===== config.mk =====
export PLATFORM = sky130hd
export DESIGN_NAME = cec_top
export DESIGN_NICKNAME = d
export VERILOG_FILES = /design/src/cec_pkg.sv /design/src/cec_cells.sv /design/src/cec_top.sv
export SDC_FILE = /design/constraint.sdc
export NUM_CORES = 1
export LEC_CHECK = 0
export BUFFER_PORTS_ARGS = -buffer_cell sky130_fd_sc_hd__buf_2
export CORE_MARGIN = 3
export CORE_UTILIZATION = 48
export CTS_BUF_LIST = sky130_fd_sc_hd__clkbuf_8
export DETAILED_ROUTE_END_ITERATION = 6
export PLACE_DENSITY = 0.88
export SETUP_SLACK_MARGIN = 0.15
export SYNTH_ARGS = -nofsm -noshare
export SYNTH_HDL_FRONTEND = slang
export SYNTH_SLANG_ARGS = --single-unit

===== constraint.sdc =====
create_clock -name aclk -period 2 [get_ports aclk]
set_input_delay 0.1 -clock aclk [delete_from_list [all_inputs] [get_ports aclk]]
set_output_delay 0.1 -clock aclk [all_outputs]
set_load 0.05 [all_outputs]

===== src/cec_pkg.sv =====
// constants shared by the comparator event control block
package cec_pkg;
	// ============================================================
	// register byte offsets
	localparam logic [3:0] CEC_OFS_CTRL = 4'h0;
	localparam logic [3:0] CEC_OFS_STATUS = 4'h4;
	localparam logic [3:0] CEC_OFS_MASK = 4'h8;
	// register index codes produced by the decoder
	localparam logic [1:0] CEC_IDX_CTRL = 2'h0;
	localparam logic [1:0] CEC_IDX_STATUS = 2'h1;
	localparam logic [1:0] CEC_IDX_MASK = 2'h2;
	localparam logic [1:0] CEC_IDX_NONE = 2'h3;
	// ============================================================
	// control register field positions
	localparam int CEC_BIT_OE = 14;
	localparam int CEC_BIT_INV = 13;
	localparam int CEC_BIT_AMP = 10;
	localparam int CEC_BIT_EVT = 9;
	localparam int CEC_BIT_RES = 8;
	localparam int CEC_BIT_EDGE = 6;
	localparam int CEC_BIT_REF = 4;
	localparam int CEC_BIT_CHAN = 0;
	// implemented bits of the control word; the rest read zero
	localparam logic [15:0] CEC_CTRL_RMASK = 16'h67d3;
	localparam logic [15:0] CEC_CTRL_RESET = 16'h0000;
	// ============================================================
	// event edge select codes
	localparam logic [1:0] CEC_EDGE_OFF = 2'h0;
	localparam logic [1:0] CEC_EDGE_RISE = 2'h1;
	localparam logic [1:0] CEC_EDGE_FALL = 2'h2;
	localparam logic [1:0] CEC_EDGE_ANY = 2'h3;
	// ============================================================
	// interrupt status bits
	localparam int CEC_IRQ_W = 2;
	localparam int CEC_IRQ_EVENT = 0;
	localparam int CEC_IRQ_CHANGE = 1;
	localparam logic [CEC_IRQ_W-1:0] CEC_IRQ_RESET = 2'h0;
	// axi response codes
	localparam logic [1:0] CEC_RESP_OKAY = 2'h0;
	localparam logic [1:0] CEC_RESP_SLVERR = 2'h2;
endpackage : cec_pkg


===== src/cec_cells.sv =====
// two-stage synchroniser and edge detector used by the control block
`timescale 1ns/1ps
`default_nettype none

// ============================================================
// level synchroniser
module cec_sync
(
	// clock and reset
	input wire logic aclk,
	input wire logic aresetn,
	// asynchronous level in, synchronised level out
	input wire logic async_in,
	output logic sync_out
);
	logic meta_q;

	// first stage feeds only the second stage
	always_ff @(posedge aclk)
	begin
		if (!aresetn)
		begin
			meta_q <= 1'b0;
			sync_out <= 1'b0;
		end
		else
		begin
			meta_q <= async_in;
			sync_out <= meta_q;
		end
	end
endmodule : cec_sync

// ============================================================
// edge detector on an already synchronised level
module cec_edge
(
	// clock and reset
	input wire logic aclk,
	input wire logic aresetn,
	// level in, previous level and edge strobes out
	input wire logic level,
	output logic level_q,
	output logic rise,
	output logic fall
);
	// previous sample of the level
	always_ff @(posedge aclk)
	begin
		if (!aresetn)
			level_q <= 1'b0;
		else
			level_q <= level;
	end

	// strobes compare the present level with the stored one
	assign rise = level & ~level_q;
	assign fall = ~level & level_q;
endmodule : cec_edge

`default_nettype wire


===== src/cec_top.sv =====
// comparator event control block with an axi4-lite register slave
//
// Overview of operation
// (RULE1) polarity bit set inverts the raw result
// (RULE2) amplifier enable bit drives amplifier on/off
// (RULE3) selected edge sets sticky flag, blocks retrigger
// (RULE4) result bit reads the polarity-adjusted comparison
// (RULE5) edge code 11 triggers on any change
// (RULE6) edge code 10 triggers on falling adjusted
// (RULE7) edge code 01 triggers on rising adjusted
// (RULE8) edge code 00 generates no trigger
// (RULE9) reference bit picks internal reference or pin
// (RULE10) channel code picks one of four negatives
// (RULE11) absent selected inputs are tied to ground
// (RULE12) unimplemented bits read zero, ignore writes
// (RULE13) amplifier enable leaves comparator path working
// (RULE14) software clears flags before enabling interrupt
// (RULE15) output enable drives result onto pin
// (RULE16) raw result synchronised through two flops
`timescale 1ns/1ps
`default_nettype none

module cec_top
#(
	parameter int ADDR_W = 4,
	// inputs bonded out: bit 4 positive pin, bits 3..0 negative pins
	parameter logic [4:0] INPUT_PRESENT = 5'h1f
)
(
	// clock and reset
	input wire logic aclk,
	input wire logic aresetn,
	// axi4-lite write address and data
	input wire logic [ADDR_W-1:0] s_axi_awaddr,
	input wire logic s_axi_awvalid,
	output logic s_axi_awready,
	input wire logic [31:0] s_axi_wdata,
	input wire logic [3:0] s_axi_wstrb,
	input wire logic s_axi_wvalid,
	output logic s_axi_wready,
	// axi4-lite write response
	output logic [1:0] s_axi_bresp,
	output logic s_axi_bvalid,
	input wire logic s_axi_bready,
	// axi4-lite read
	input wire logic [ADDR_W-1:0] s_axi_araddr,
	input wire logic s_axi_arvalid,
	output logic s_axi_arready,
	output logic [31:0] s_axi_rdata,
	output logic [1:0] s_axi_rresp,
	output logic s_axi_rvalid,
	input wire logic s_axi_rready,
	// analog core
	input wire logic comp_raw,
	output logic amplifier_enable,
	output logic positive_reference_select,
	output logic positive_pin_connect,
	output logic positive_ground_tie,
	output logic [3:0] negative_pin_connect,
	output logic negative_ground_tie,
	// result pin
	output logic result_output_pin,
	output logic result_output_pin_oe,
	// events
	output logic compare_trigger,
	output logic sticky_event_flag,
	output logic irq
);
	import cec_pkg::*;

	// ============================================================
	// address decode shared by both channels
	function automatic logic [1:0] cec_reg_idx(input logic [ADDR_W-1:0] addr);
		logic [1:0] idx;
		idx = CEC_IDX_NONE;
		if (addr[ADDR_W-1:2] == CEC_OFS_CTRL[3:2])
			idx = CEC_IDX_CTRL;
		else if (addr[ADDR_W-1:2] == CEC_OFS_STATUS[3:2])
			idx = CEC_IDX_STATUS;
		else if (addr[ADDR_W-1:2] == CEC_OFS_MASK[3:2])
			idx = CEC_IDX_MASK;
		return idx;
	endfunction : cec_reg_idx

	// ============================================================
	// signals
	logic [ADDR_W-1:0] awaddr_q;
	logic [31:0] wdata_q;
	logic [3:0] wstrb_q;
	logic do_write;
	logic wr_ctrl_hi;
	logic wr_ctrl_lo;
	logic [1:0] wr_idx;
	logic oe_q;
	logic invert_q;
	logic amp_en_q;
	logic event_q;
	logic [1:0] edge_sel_q;
	logic ref_sel_q;
	logic [1:0] chan_sel_q;
	logic [CEC_IRQ_W-1:0] status_q;
	logic [CEC_IRQ_W-1:0] mask_q;
	logic [CEC_IRQ_W-1:0] status_set;
	logic sync_lvl;
	logic adjusted;
	logic cmp_lvl;
	logic rise;
	logic fall;
	logic edge_hit;
	logic trig;
	logic evt_clear;
	logic [15:0] ctrl_rd;
	logic rd_was_ctrl_q;

	// ============================================================
	// axi write channel: address and data taken in either order
	assign do_write = !s_axi_awready && !s_axi_wready && !s_axi_bvalid;
	assign wr_idx = cec_reg_idx(awaddr_q);
	assign wr_ctrl_lo = do_write && wr_idx == CEC_IDX_CTRL && wstrb_q[0];
	assign wr_ctrl_hi = do_write && wr_idx == CEC_IDX_CTRL && wstrb_q[1];

	always_ff @(posedge aclk)
	begin
		if (!aresetn)
		begin
			s_axi_awready <= 1'b1;
			s_axi_wready <= 1'b1;
			s_axi_bvalid <= 1'b0;
			s_axi_bresp <= CEC_RESP_OKAY;
			awaddr_q <= '0;
			wdata_q <= 32'h0000_0000;
			wstrb_q <= 4'h0;
		end
		else
		begin
			if (s_axi_awvalid && s_axi_awready)
			begin
				s_axi_awready <= 1'b0;
				awaddr_q <= s_axi_awaddr;
			end
			if (s_axi_wvalid && s_axi_wready)
			begin
				s_axi_wready <= 1'b0;
				wdata_q <= s_axi_wdata;
				wstrb_q <= s_axi_wstrb;
			end
			// response only once both halves are in
			if (do_write)
			begin
				s_axi_bvalid <= 1'b1;
				s_axi_bresp <= (wr_idx == CEC_IDX_NONE) ? CEC_RESP_SLVERR : CEC_RESP_OKAY;
			end
			else if (s_axi_bvalid && s_axi_bready)
			begin
				s_axi_bvalid <= 1'b0;
				s_axi_awready <= 1'b1;
				s_axi_wready <= 1'b1;
			end
		end
	end

	// ============================================================
	// control fields; unlisted bits have no storage at all
	always_ff @(posedge aclk)
	begin
		if (!aresetn)
		begin
			oe_q <= CEC_CTRL_RESET[CEC_BIT_OE];
			invert_q <= CEC_CTRL_RESET[CEC_BIT_INV];
			amp_en_q <= CEC_CTRL_RESET[CEC_BIT_AMP];
			edge_sel_q <= CEC_CTRL_RESET[CEC_BIT_EDGE +: 2];
			ref_sel_q <= CEC_CTRL_RESET[CEC_BIT_REF];
			chan_sel_q <= CEC_CTRL_RESET[CEC_BIT_CHAN +: 2];
		end
		else
		begin
			if (wr_ctrl_hi)
			begin
				oe_q <= wdata_q[CEC_BIT_OE];
				invert_q <= wdata_q[CEC_BIT_INV];
				amp_en_q <= wdata_q[CEC_BIT_AMP]; // [RULE2]
			end
			if (wr_ctrl_lo)
			begin
				edge_sel_q <= wdata_q[CEC_BIT_EDGE +: 2];
				ref_sel_q <= wdata_q[CEC_BIT_REF];
				chan_sel_q <= wdata_q[CEC_BIT_CHAN +: 2];
			end
		end
	end

	// ============================================================
	// comparator path: synchronise, adjust polarity, find edges
	cec_sync u_sync
	(
		.aclk(aclk),
		.aresetn(aresetn),
		.async_in(comp_raw), // [RULE16]
		.sync_out(sync_lvl)
	);

	// the path never looks at the amplifier enable [RULE13]
	assign adjusted = sync_lvl ^ invert_q; // [RULE1]

	cec_edge u_edge
	(
		.aclk(aclk),
		.aresetn(aresetn),
		.level(adjusted),
		.level_q(cmp_lvl),
		.rise(rise),
		.fall(fall)
	);

	// edge select; a toggle of the polarity bit counts as a change too
	always_comb
	begin
		unique case (edge_sel_q)
			CEC_EDGE_ANY: edge_hit = rise | fall; // [RULE5]
			CEC_EDGE_FALL: edge_hit = fall; // [RULE6]
			CEC_EDGE_RISE: edge_hit = rise; // [RULE7]
			default: edge_hit = 1'b0; // [RULE8]
		endcase
	end

	// a set flag masks every later trigger
	assign trig = edge_hit && !event_q; // [RULE3]
	// flag clears by writing zero to it; a write of one is ignored
	assign evt_clear = wr_ctrl_hi && !wdata_q[CEC_BIT_EVT];

	// ============================================================
	// sticky event flag; a new event beats a clear in the same cycle
	always_ff @(posedge aclk)
	begin
		if (!aresetn)
			event_q <= CEC_CTRL_RESET[CEC_BIT_EVT];
		else if (trig)
			event_q <= 1'b1; // [RULE3]
		else if (evt_clear)
			event_q <= 1'b0;
	end

	// ============================================================
	// interrupt status, write one to clear, set wins; mask written directly
	assign status_set[CEC_IRQ_EVENT] = trig;
	assign status_set[CEC_IRQ_CHANGE] = rise | fall;

	always_ff @(posedge aclk)
	begin
		if (!aresetn)
		begin
			status_q <= CEC_IRQ_RESET;
			mask_q <= CEC_IRQ_RESET;
		end
		else
		begin
			if (do_write && wr_idx == CEC_IDX_STATUS && wstrb_q[0])
				status_q <= (status_q & ~wdata_q[CEC_IRQ_W-1:0]) | status_set;
			else
				status_q <= status_q | status_set;
			if (do_write && wr_idx == CEC_IDX_MASK && wstrb_q[0])
				mask_q <= wdata_q[CEC_IRQ_W-1:0];
		end
	end

	// ============================================================
	// read channel, one cycle from address to data
	always_comb
	begin
		ctrl_rd = 16'h0000; // [RULE12]
		ctrl_rd[CEC_BIT_OE] = oe_q;
		ctrl_rd[CEC_BIT_INV] = invert_q;
		ctrl_rd[CEC_BIT_AMP] = amp_en_q;
		ctrl_rd[CEC_BIT_EVT] = event_q;
		ctrl_rd[CEC_BIT_RES] = cmp_lvl; // [RULE4]
		ctrl_rd[CEC_BIT_EDGE +: 2] = edge_sel_q;
		ctrl_rd[CEC_BIT_REF] = ref_sel_q;
		ctrl_rd[CEC_BIT_CHAN +: 2] = chan_sel_q;
	end

	always_ff @(posedge aclk)
	begin
		if (!aresetn)
		begin
			s_axi_arready <= 1'b1;
			s_axi_rvalid <= 1'b0;
			s_axi_rdata <= 32'h0000_0000;
			s_axi_rresp <= CEC_RESP_OKAY;
			rd_was_ctrl_q <= 1'b0;
		end
		else if (s_axi_arvalid && s_axi_arready)
		begin
			s_axi_arready <= 1'b0;
			s_axi_rvalid <= 1'b1;
			s_axi_rresp <= CEC_RESP_OKAY;
			rd_was_ctrl_q <= cec_reg_idx(s_axi_araddr) == CEC_IDX_CTRL;
			unique case (cec_reg_idx(s_axi_araddr))
				CEC_IDX_CTRL: s_axi_rdata <= {16'h0000, ctrl_rd & CEC_CTRL_RMASK}; // [RULE12]
				CEC_IDX_STATUS: s_axi_rdata <= {30'h0, status_q};
				CEC_IDX_MASK: s_axi_rdata <= {30'h0, mask_q};
				CEC_IDX_NONE:
				begin
					s_axi_rdata <= 32'h0000_0000;
					s_axi_rresp <= CEC_RESP_SLVERR;
				end
			endcase
		end
		else if (s_axi_rvalid && s_axi_rready)
		begin
			s_axi_rvalid <= 1'b0;
			s_axi_arready <= 1'b1;
		end
	end

	// ============================================================
	// registered outputs to the analog core, pins and interrupt
	always_ff @(posedge aclk)
	begin
		if (!aresetn)
		begin
			amplifier_enable <= 1'b0;
			positive_reference_select <= 1'b0;
			positive_pin_connect <= 1'b0;
			positive_ground_tie <= 1'b0;
			negative_pin_connect <= 4'h0;
			negative_ground_tie <= 1'b0;
			result_output_pin <= 1'b0;
			result_output_pin_oe <= 1'b0;
			compare_trigger <= 1'b0;
			sticky_event_flag <= 1'b0;
			irq <= 1'b0;
		end
		else
		begin
			amplifier_enable <= amp_en_q; // [RULE2]
			positive_reference_select <= ref_sel_q; // [RULE9]
			// a missing pin is grounded instead of left floating
			positive_pin_connect <= !ref_sel_q && INPUT_PRESENT[4]; // [RULE9]
			positive_ground_tie <= !ref_sel_q && !INPUT_PRESENT[4]; // [RULE11]
			negative_pin_connect <= (4'h1 << chan_sel_q) & INPUT_PRESENT[3:0]; // [RULE10]
			negative_ground_tie <= !INPUT_PRESENT[chan_sel_q]; // [RULE11]
			result_output_pin <= oe_q & cmp_lvl; // [RULE15]
			result_output_pin_oe <= oe_q; // [RULE15]
			compare_trigger <= trig;
			sticky_event_flag <= event_q;
			irq <= |(status_q & mask_q);
		end
	end
endmodule : cec_top

`default_nettype wire


==> out/qor.txt, run 1 <==
DIE
------------------------------------------------------------------------------
Overall die area ................................................   5820 sq um
Core Region .....................................................   4560 sq um
Die extent in x ................................................. 76.3 microns
Die boundary height ............................................. 76.3 microns
Starting density of the core ....................................        51.9%
Number of rows created at floorplan .............................           24
Number of top-level pins ........................................          107

WORST SETUP PATH
------------------------------------------------------------------------------
Required time at the endpoint of the critical path ..............      2280 ps
Category of the most critical setup path ........................ flip-flop to flip-flop
Slowest stage cell on the critical path ......................... sky130_fd_sc_hd__dfxtp_1
CP startpoint ...................................................     invert_q
Crit path DAT ...................................................      2010 ps
Max Fanout on Critical Path .....................................            3
Delay of the slowest critical-path stage ........................       390 ps
Cell family with the largest share of critical-path delay ....... simple AND/OR/NAND/NOR gates
Kind of capture point of the worst setup path ...................    flip-flop
CP Cell Sequence ................................................ xor2_2 -> inv_1 -> ha_1 -> and3_1 -> nor4_1 -> buf_4 -> a31o_2
Buffer and inverter count on the worst path .....................            2
CP startpoint kind ..............................................    flip-flop
Beginning of the worst register-to-register path ................     invert_q

FINISH
------------------------------------------------------------------------------
Diodes inserted .................................................            0
Most common cell after layout, fill and taps aside .............. sky130_fd_sc_hd__dfxtp_1
Nets ............................................................          365
Commonest cells after routing, fill and taps aside .............. sky130_fd_sc_hd__dfxtp_1, sky130_fd_sc_hd__buf_2, sky130_fd_sc_hd__nand2_1
Share of post-route cells with drive strength above 1 ...........        23.4%
Area growth from synthesis to layout ............................        18.4%
Utilization after layout ........................................        61.5%

POWER AND IR DROP
------------------------------------------------------------------------------
Leakage .........................................................      1.29 nW
Worst supply voltage drop on vdd ................................   0.000340 V
Pwr dens ........................................................  922 nW/um^2

TIMING
------------------------------------------------------------------------------
Final cycle utilization of the critical path ....................        86.3%
Final Max Tran Viols ............................................            0
Number of hold-slack violations in the final timing report ......            0
Setup Total Neg Slack ...........................................         0 ps
RSZ-0062 raised after global routing ............................           no
Post-layout minimum cycle time ..................................      1730 ps
Largest clock skew in the final design ..........................      7.14 ps
Final-report setup violation count ..............................            0
Worst hold slack ................................................      20.2 ps
Setup slack of the critical path after layout ...................       274 ps
Fmax ............................................................      580 MHz

YOSYS
------------------------------------------------------------------------------
Sequential-to-total area share from yosys stat ..................        49.0%
Per-instance average area after synthesis .......................   9.33 sq um
Unique cell type count in the Yosys netlist .....................           35
Synthesis warning total .........................................            0
Number of standard cells after synthesis ........................          254
Number of synthesized register bits .............................           58
Post-synth design cell area .....................................   2370 sq um

ROUTING
------------------------------------------------------------------------------
# DRC ...........................................................            0
Drt first-iter violations .......................................           67
1st-pass router iterations ......................................            4
Via count normalized by instance count ..........................         4.76
Total via count in the routed design ............................         1814
Antenna-violating nets left .....................................            0
Routed wire length .............................................. 4590 microns
Drt wl/cell ..................................................... 12.0 microns

PLACEMENT
------------------------------------------------------------------------------
Setup slack at placement ........................................       262 ps
Last weighted congestion value of the routability-driven placer .        0.741
Placed wire-length estimate ..................................... 3210 microns
Count of buffers inserted at the top-level ports ................           51

CLOCKING
------------------------------------------------------------------------------
Cts bufs inserted ...............................................            9
Clock latency on the worst-skew pair ............................       330 ps
Clk root buf .................................................... sky130_fd_sc_hd__clkbuf_8
Number of buffers on the longest clock path .....................            2
CTS sink count ..................................................           58
Setup Fix Bufs, Post-CTS ........................................            0
Clock tree from TritonCTS .......................................         done
Level count of the clock H-tree .................................            3
Clk slew on worst S/H paths .....................................        70 ps

GLOBAL ROUTE
------------------------------------------------------------------------------
Global-route wire length before repair .......................... 7740 microns
Initial antenna violation count .................................            0
Overflow left after global routing ..............................            0
Overall routing resource usage ..................................        16.6%
Vias in the first global route ..................................         1701
Pin count of the biggest net entering global routing ............           31

MIN PATH
------------------------------------------------------------------------------
Worst hold path class ........................................... input port to flip-flop
Critical hold path startpoint ................................... s_axi_wdata[0]

RUN STATUS
------------------------------------------------------------------------------
Run status ...................................................... finished clean

FLOW RUN
------------------------------------------------------------------------------
Count of max-cap constraint violations ..........................            0

[registers in the layout, indices dropped and copies added (netlist names), 2 cells and up]
signal                count
s_axi_rdata              10
awaddr_q                  2
mask_q                    2
chan_sel_q                2
wdata_q                   9
negative_pin_connect      4
edge_sel_q                2
status_q                  2
wstrb_q                   2
[per-stage QoR]
step                      std cells  instance area, sq um  power (W)
after floorplan                 279                  2460    0.00152
after global placement          362                  2570    0.00153
after detailed placement        362                  2570    0.00153
after CTS                       381                  2800    0.00261
after global routing            381                  2810    0.00269
final                           381                  2810    0.00259
[kinds of logic (layout without fill, tap and decap cells)]
kind of cell / after synthesis / in the layout / synth area share (%)
AO/OA/AOI/OAI: 45 / 45 / 12.9
XOR/XNOR: 1 / 1 / 0.369
flip-flops: 58 / 58 / 49.0
other: 1 / 26 / 0.158
multiplexers: 9 / 9 / 3.80
buffers and inverters: 45 / 82 / 12.5
AND/OR/NAND/NOR: 93 / 93 / 20.3
adder cells (fa/ha/maj): 2 / 2 / 1.06
[where the power goes]
part	switching, W	internal, W	total (W)
Sequential	0.0000284	0.00119	0.00122
Clock	0.000439	0.000636	0.00107
Combinational	0.000230	0.0000682	0.000298
[synth_stat cells]
library cell	number	area (sq um)
sky130_fd_sc_hd__a21boi_0	17	128
sky130_fd_sc_hd__a21o_1	1	7.51
sky130_fd_sc_hd__a21oi_1	4	20.0
sky130_fd_sc_hd__a22oi_1	9	67.6
sky130_fd_sc_hd__a31o_2	1	8.76
sky130_fd_sc_hd__a31oi_1	1	6.26
sky130_fd_sc_hd__and2_0	1	6.26
sky130_fd_sc_hd__and2_1	6	37.5
sky130_fd_sc_hd__and3_1	3	18.8
sky130_fd_sc_hd__buf_2	3	15.0
sky130_fd_sc_hd__buf_4	26	195
sky130_fd_sc_hd__buf_6	2	22.5
sky130_fd_sc_hd__clkbuf_1	5	18.8
sky130_fd_sc_hd__clkbuf_8	1	13.8
sky130_fd_sc_hd__conb_1	1	3.75
sky130_fd_sc_hd__dfxtp_1	58	1160
sky130_fd_sc_hd__ha_1	2	25.0
sky130_fd_sc_hd__inv_1	8	30.0
sky130_fd_sc_hd__mux2i_1	9	90.1
sky130_fd_sc_hd__nand2_1	44	165
sky130_fd_sc_hd__nand2b_1	3	18.8
sky130_fd_sc_hd__nand3_1	4	20.0
sky130_fd_sc_hd__nand3b_1	4	30.0
sky130_fd_sc_hd__nand4_1	4	25.0
sky130_fd_sc_hd__nor2_1	6	22.5
sky130_fd_sc_hd__nor2b_1	11	68.8
sky130_fd_sc_hd__nor3_1	1	5.00
sky130_fd_sc_hd__nor3b_1	2	15.0
sky130_fd_sc_hd__nor4_1	1	6.26
sky130_fd_sc_hd__nor4b_1	1	8.76
sky130_fd_sc_hd__nor4b_4	1	23.8
sky130_fd_sc_hd__nor4bb_1	1	10.0
sky130_fd_sc_hd__o21a_1	3	22.5
sky130_fd_sc_hd__o21ai_0	9	45.0
sky130_fd_sc_hd__xor2_1	1	8.76
[cell type report]
cell class / count / area (sq um)
well taps: 65 / 81.3
fillers: 409 / 1760
clock inverters: 5 / 52.6
repair buffers: 58 / 315
clock buffers: 11 / 151
multi-input cells: 176 / 1020
flip-flops and latches: 58 / 1160
inverters: 8 / 30.0
[path summary, 6_finish.rpt]
check | slack (ps) | cells after the start | endpoint
min reg2reg | 430 | 1 | u_sync.sync_out
max reg2reg | 270 | 7 | status_q[0]
min | 20 | 3 | wdata_q[0]
max | 270 | 7 | status_q[0]
[layer usage]
metal  vias to the layer above  global-route usage, %  part of all wire [%]
met5                         -                      0                     0
met4                         0                   7.25                   1.9
met3                         8                   6.74                   7.0
met2                        69                   27.4                    47
met1                       819                   18.9                    44
li1                        918                      -                     -
[timing repair]
item	CTS	global route
hold buffers	3	0
endpoints found under the hold margin	3	0
gates resized for setup	0	1
setup endpoints to repair	0	2
[worst reg2reg max path, cell delays in order (launching register included)]
cell	delay [ps]
sky130_fd_sc_hd__dfxtp_1	390
sky130_fd_sc_hd__xor2_2	190
sky130_fd_sc_hd__inv_1	70
sky130_fd_sc_hd__ha_1	330
sky130_fd_sc_hd__and3_1	200
sky130_fd_sc_hd__nor4_1	240
sky130_fd_sc_hd__buf_4	170
sky130_fd_sc_hd__a31o_2	90
(Power assumes the default switching activity.)
==> run 2: changes to the inputs <==
--- a/config.mk
+++ b/config.mk
@@ -12,2 +12,3 @@
 export DETAILED_ROUTE_END_ITERATION = 6
+export GPL_TIMING_DRIVEN = 0
 export PLACE_DENSITY = 0.88
==> constraint.sdc (replaced) <==
create_clock -name aclk -period 2 [get_ports aclk]
set_input_delay 0.4 -clock aclk [delete_from_list [all_inputs] [get_ports aclk]]
set_output_delay 0.4 -clock aclk [all_outputs]
set_load 0.05 [all_outputs]
==> run 2 against run 1 <==
Against the previous run:
- hold slack gained 260 ps
- sequential share of layout area shrank 3.1 points
- clock power up 7%
- critical path type unchanged
==> out/qor.txt, run 2 (synthesis results as in run 1) <==
FINISH
------------------------------------------------------------------------------
Most common cell after layout, fill and taps aside .............. sky130_fd_sc_hd__dfxtp_1
Area growth from synthesis to layout ............................        28.1%
Commonest cells after routing, fill and taps aside .............. sky130_fd_sc_hd__dfxtp_1, sky130_fd_sc_hd__buf_2, sky130_fd_sc_hd__nand2_1
Largest registers ............................................... s_axi_rdata: 10 flops, wdata_q: 9 flops, negative_pin_connect: 4 flops
Register name with the most flops ...............................  s_axi_rdata
Share of post-route cells with drive strength above 1 ...........        29.6%
Diodes inserted .................................................            0
Number of flip-flops under the largest register name ............           10
Nets ............................................................          395
FILL cells ......................................................          398

DIE
------------------------------------------------------------------------------
Core Region .....................................................   4560 sq um
Starting density of the core ....................................        51.9%
Die boundary height ............................................. 76.3 microns
Number of rows created at floorplan .............................           24
Overall die area ................................................   5820 sq um
Die extent in x ................................................. 76.3 microns
Number of top-level pins ........................................          107

TIMING
------------------------------------------------------------------------------
Setup Total Neg Slack ...........................................         0 ps
Final cycle utilization of the critical path ....................        85.4%
Final-report setup violation count ..............................            0
Worst hold slack ................................................       277 ps
Transition time of the tightest slew-check pin ..................       510 ps
Fmax ............................................................      586 MHz
Post-layout minimum cycle time ..................................      1710 ps
Remaining max-slew budget at the tightest pin ...................        66.0%
RSZ-0062 raised after global routing ............................           no
Largest clock skew in the final design ..........................      6.62 ps
Final Max Tran Viols ............................................            0
Number of hold-slack violations in the final timing report ......            0

ROUTING
------------------------------------------------------------------------------
Drt wl/cell ..................................................... 12.4 microns
Met3 routed WL ..................................................  395 microns
1st-pass router iterations ......................................            4
Routed met2 length .............................................. 2540 microns
Via count normalized by instance count ..........................         4.68
Total via count in the routed design ............................         1920
Top sig layer ...................................................         met4
Antenna-violating nets left .....................................            0
Drt first-iter violations .......................................           76
# DRC ...........................................................            0
Routed wire length .............................................. 5070 microns
M1 wire length .................................................. 2040 microns

PLACEMENT
------------------------------------------------------------------------------
Last weighted congestion value of the routability-driven placer .        0.778
Count of buffers inserted at the top-level ports ................           51
Placed wire-length estimate ..................................... 3760 microns

CLOCKING
------------------------------------------------------------------------------
Clock tree from TritonCTS .......................................         done
Level count of the clock H-tree .................................            3
Cts bufs inserted ...............................................            9
Clock latency on the worst-skew pair ............................       330 ps
Hold Buf Count CTS ..............................................            0
CTS sink count ..................................................           58
Clk root buf .................................................... sky130_fd_sc_hd__clkbuf_8
Number of buffers on the longest clock path .....................            2
Clk slew on worst S/H paths .....................................        60 ps

GLOBAL ROUTE
------------------------------------------------------------------------------
Overall routing resource usage ..................................        18.1%
Overflow left after global routing ..............................            0
Vias in the first global route ..................................         1835
Global-route wire length before repair .......................... 8240 microns
Pin count of the biggest net entering global routing ............           11
Initial antenna violation count .................................            0

WORST SETUP PATH
------------------------------------------------------------------------------
Crit path DAT ...................................................      1990 ps
CP startpoint kind ..............................................    flip-flop
Category of the most critical setup path ........................ flip-flop to flip-flop
Max Fanout on Critical Path .....................................            3
Kind of capture point of the worst setup path ...................    flip-flop
Required time at the endpoint of the critical path ..............      2280 ps

MIN PATH
------------------------------------------------------------------------------
Worst hold path class ........................................... input port to flip-flop

RUN STATUS
------------------------------------------------------------------------------
Run status ...................................................... finished clean

POWER AND IR DROP
------------------------------------------------------------------------------
Pwr dens ........................................................  895 nW/um^2
Leakage .........................................................      1.45 nW
Worst supply voltage drop on vdd ................................   0.000449 V

FLOW RUN
------------------------------------------------------------------------------
Count of max-cap constraint violations ..........................            0

==> run 2: cell types whose count changed in the layout (fill, tap and decap cells not counted), sizes merged <==
cell         change
clkinv           -3
clkinvlp         -1
clkbuf           +9
buf             +27
dlygate4sd3      -3
==> run 2: worst paths after layout <==
check / startpoint / end / slack [ps] / cells past startpoint
hold reg to reg: u_sync.meta_q / u_sync.sync_out / 440 / 1
hold / removal: comp_raw / u_sync.meta_q / 280 / 2
setup reg to reg: invert_q / status_q[0] / 290 / 6
setup / recovery: invert_q / status_q[0] / 290 / 6
==> run 2: power breakdown <==
group / switching, W / leakage [nW] / internal [W]
combinational: 0.000246 / 0.864 / 0.000106
clock: 0.000414 / 0.115 / 0.000738
sequential: 0.0000255 / 0.472 / 0.00119
total: 0.000685 / 1.45 / 0.00203
==> run 2: what timing repair did <==
item | in CTS | in global routing
resized for setup | 0 | 2
setup buffers | 0 | 0
setup endpoints to repair | 0 | 3
==> run 2: cell type report <==
cell class                      instances  area, sq um  share of cell area [%]
Buffer                                 37          265                    8.73
Clock inverter                          1         30.0                   0.988
Clock buffer                           14          193                    6.34
Timing Repair Buffer                   51          255                    8.40
Tap cell                               65         81.3                    2.68
Multi-Input combinational cell        176         1020                    33.6
Sequential cell                        58         1160                    38.2
Inverter                                8         30.0                   0.988
==> run 2: stage by stage <==
step / utilization [%] / instances / worst slack (ps) / cell area [sq um] / total power [W]
2_1_floorplan: - / 279 / 386 / 2460 / 0.00152
3_3_place_gp: 61.4 / 395 / 196 / 2800 / 0.00158
3_5_place_dp: 61.4 / 395 / 166 / 2800 / 0.00159
4_1_cts: 66.3 / 410 / 154 / 3020 / 0.00274
5_1_grt: 66.6 / 410 / 183 / 3040 / 0.00283
6_report: 66.6 / 410 / 292 / 3040 / 0.00272
==> run 2: layer usage <==
metal / vias up / GRT usage (%)
met5: - / 0
met4: 0 / 7.43
met3: 11 / 7.80
met2: 66 / 31.3
met1: 873 / 19.2
li1: 970 / -
==> run 2: worst max-delay path: stages, from the launching register on <==
cell and delay [ps]:
sky130_fd_sc_hd__dfxtp_1 410, sky130_fd_sc_hd__xor2_2 190, sky130_fd_sc_hd__inv_1 60, sky130_fd_sc_hd__ha_1 330, sky130_fd_sc_hd__and3_1 200, sky130_fd_sc_hd__nor4_2 310
sky130_fd_sc_hd__a31o_2 160
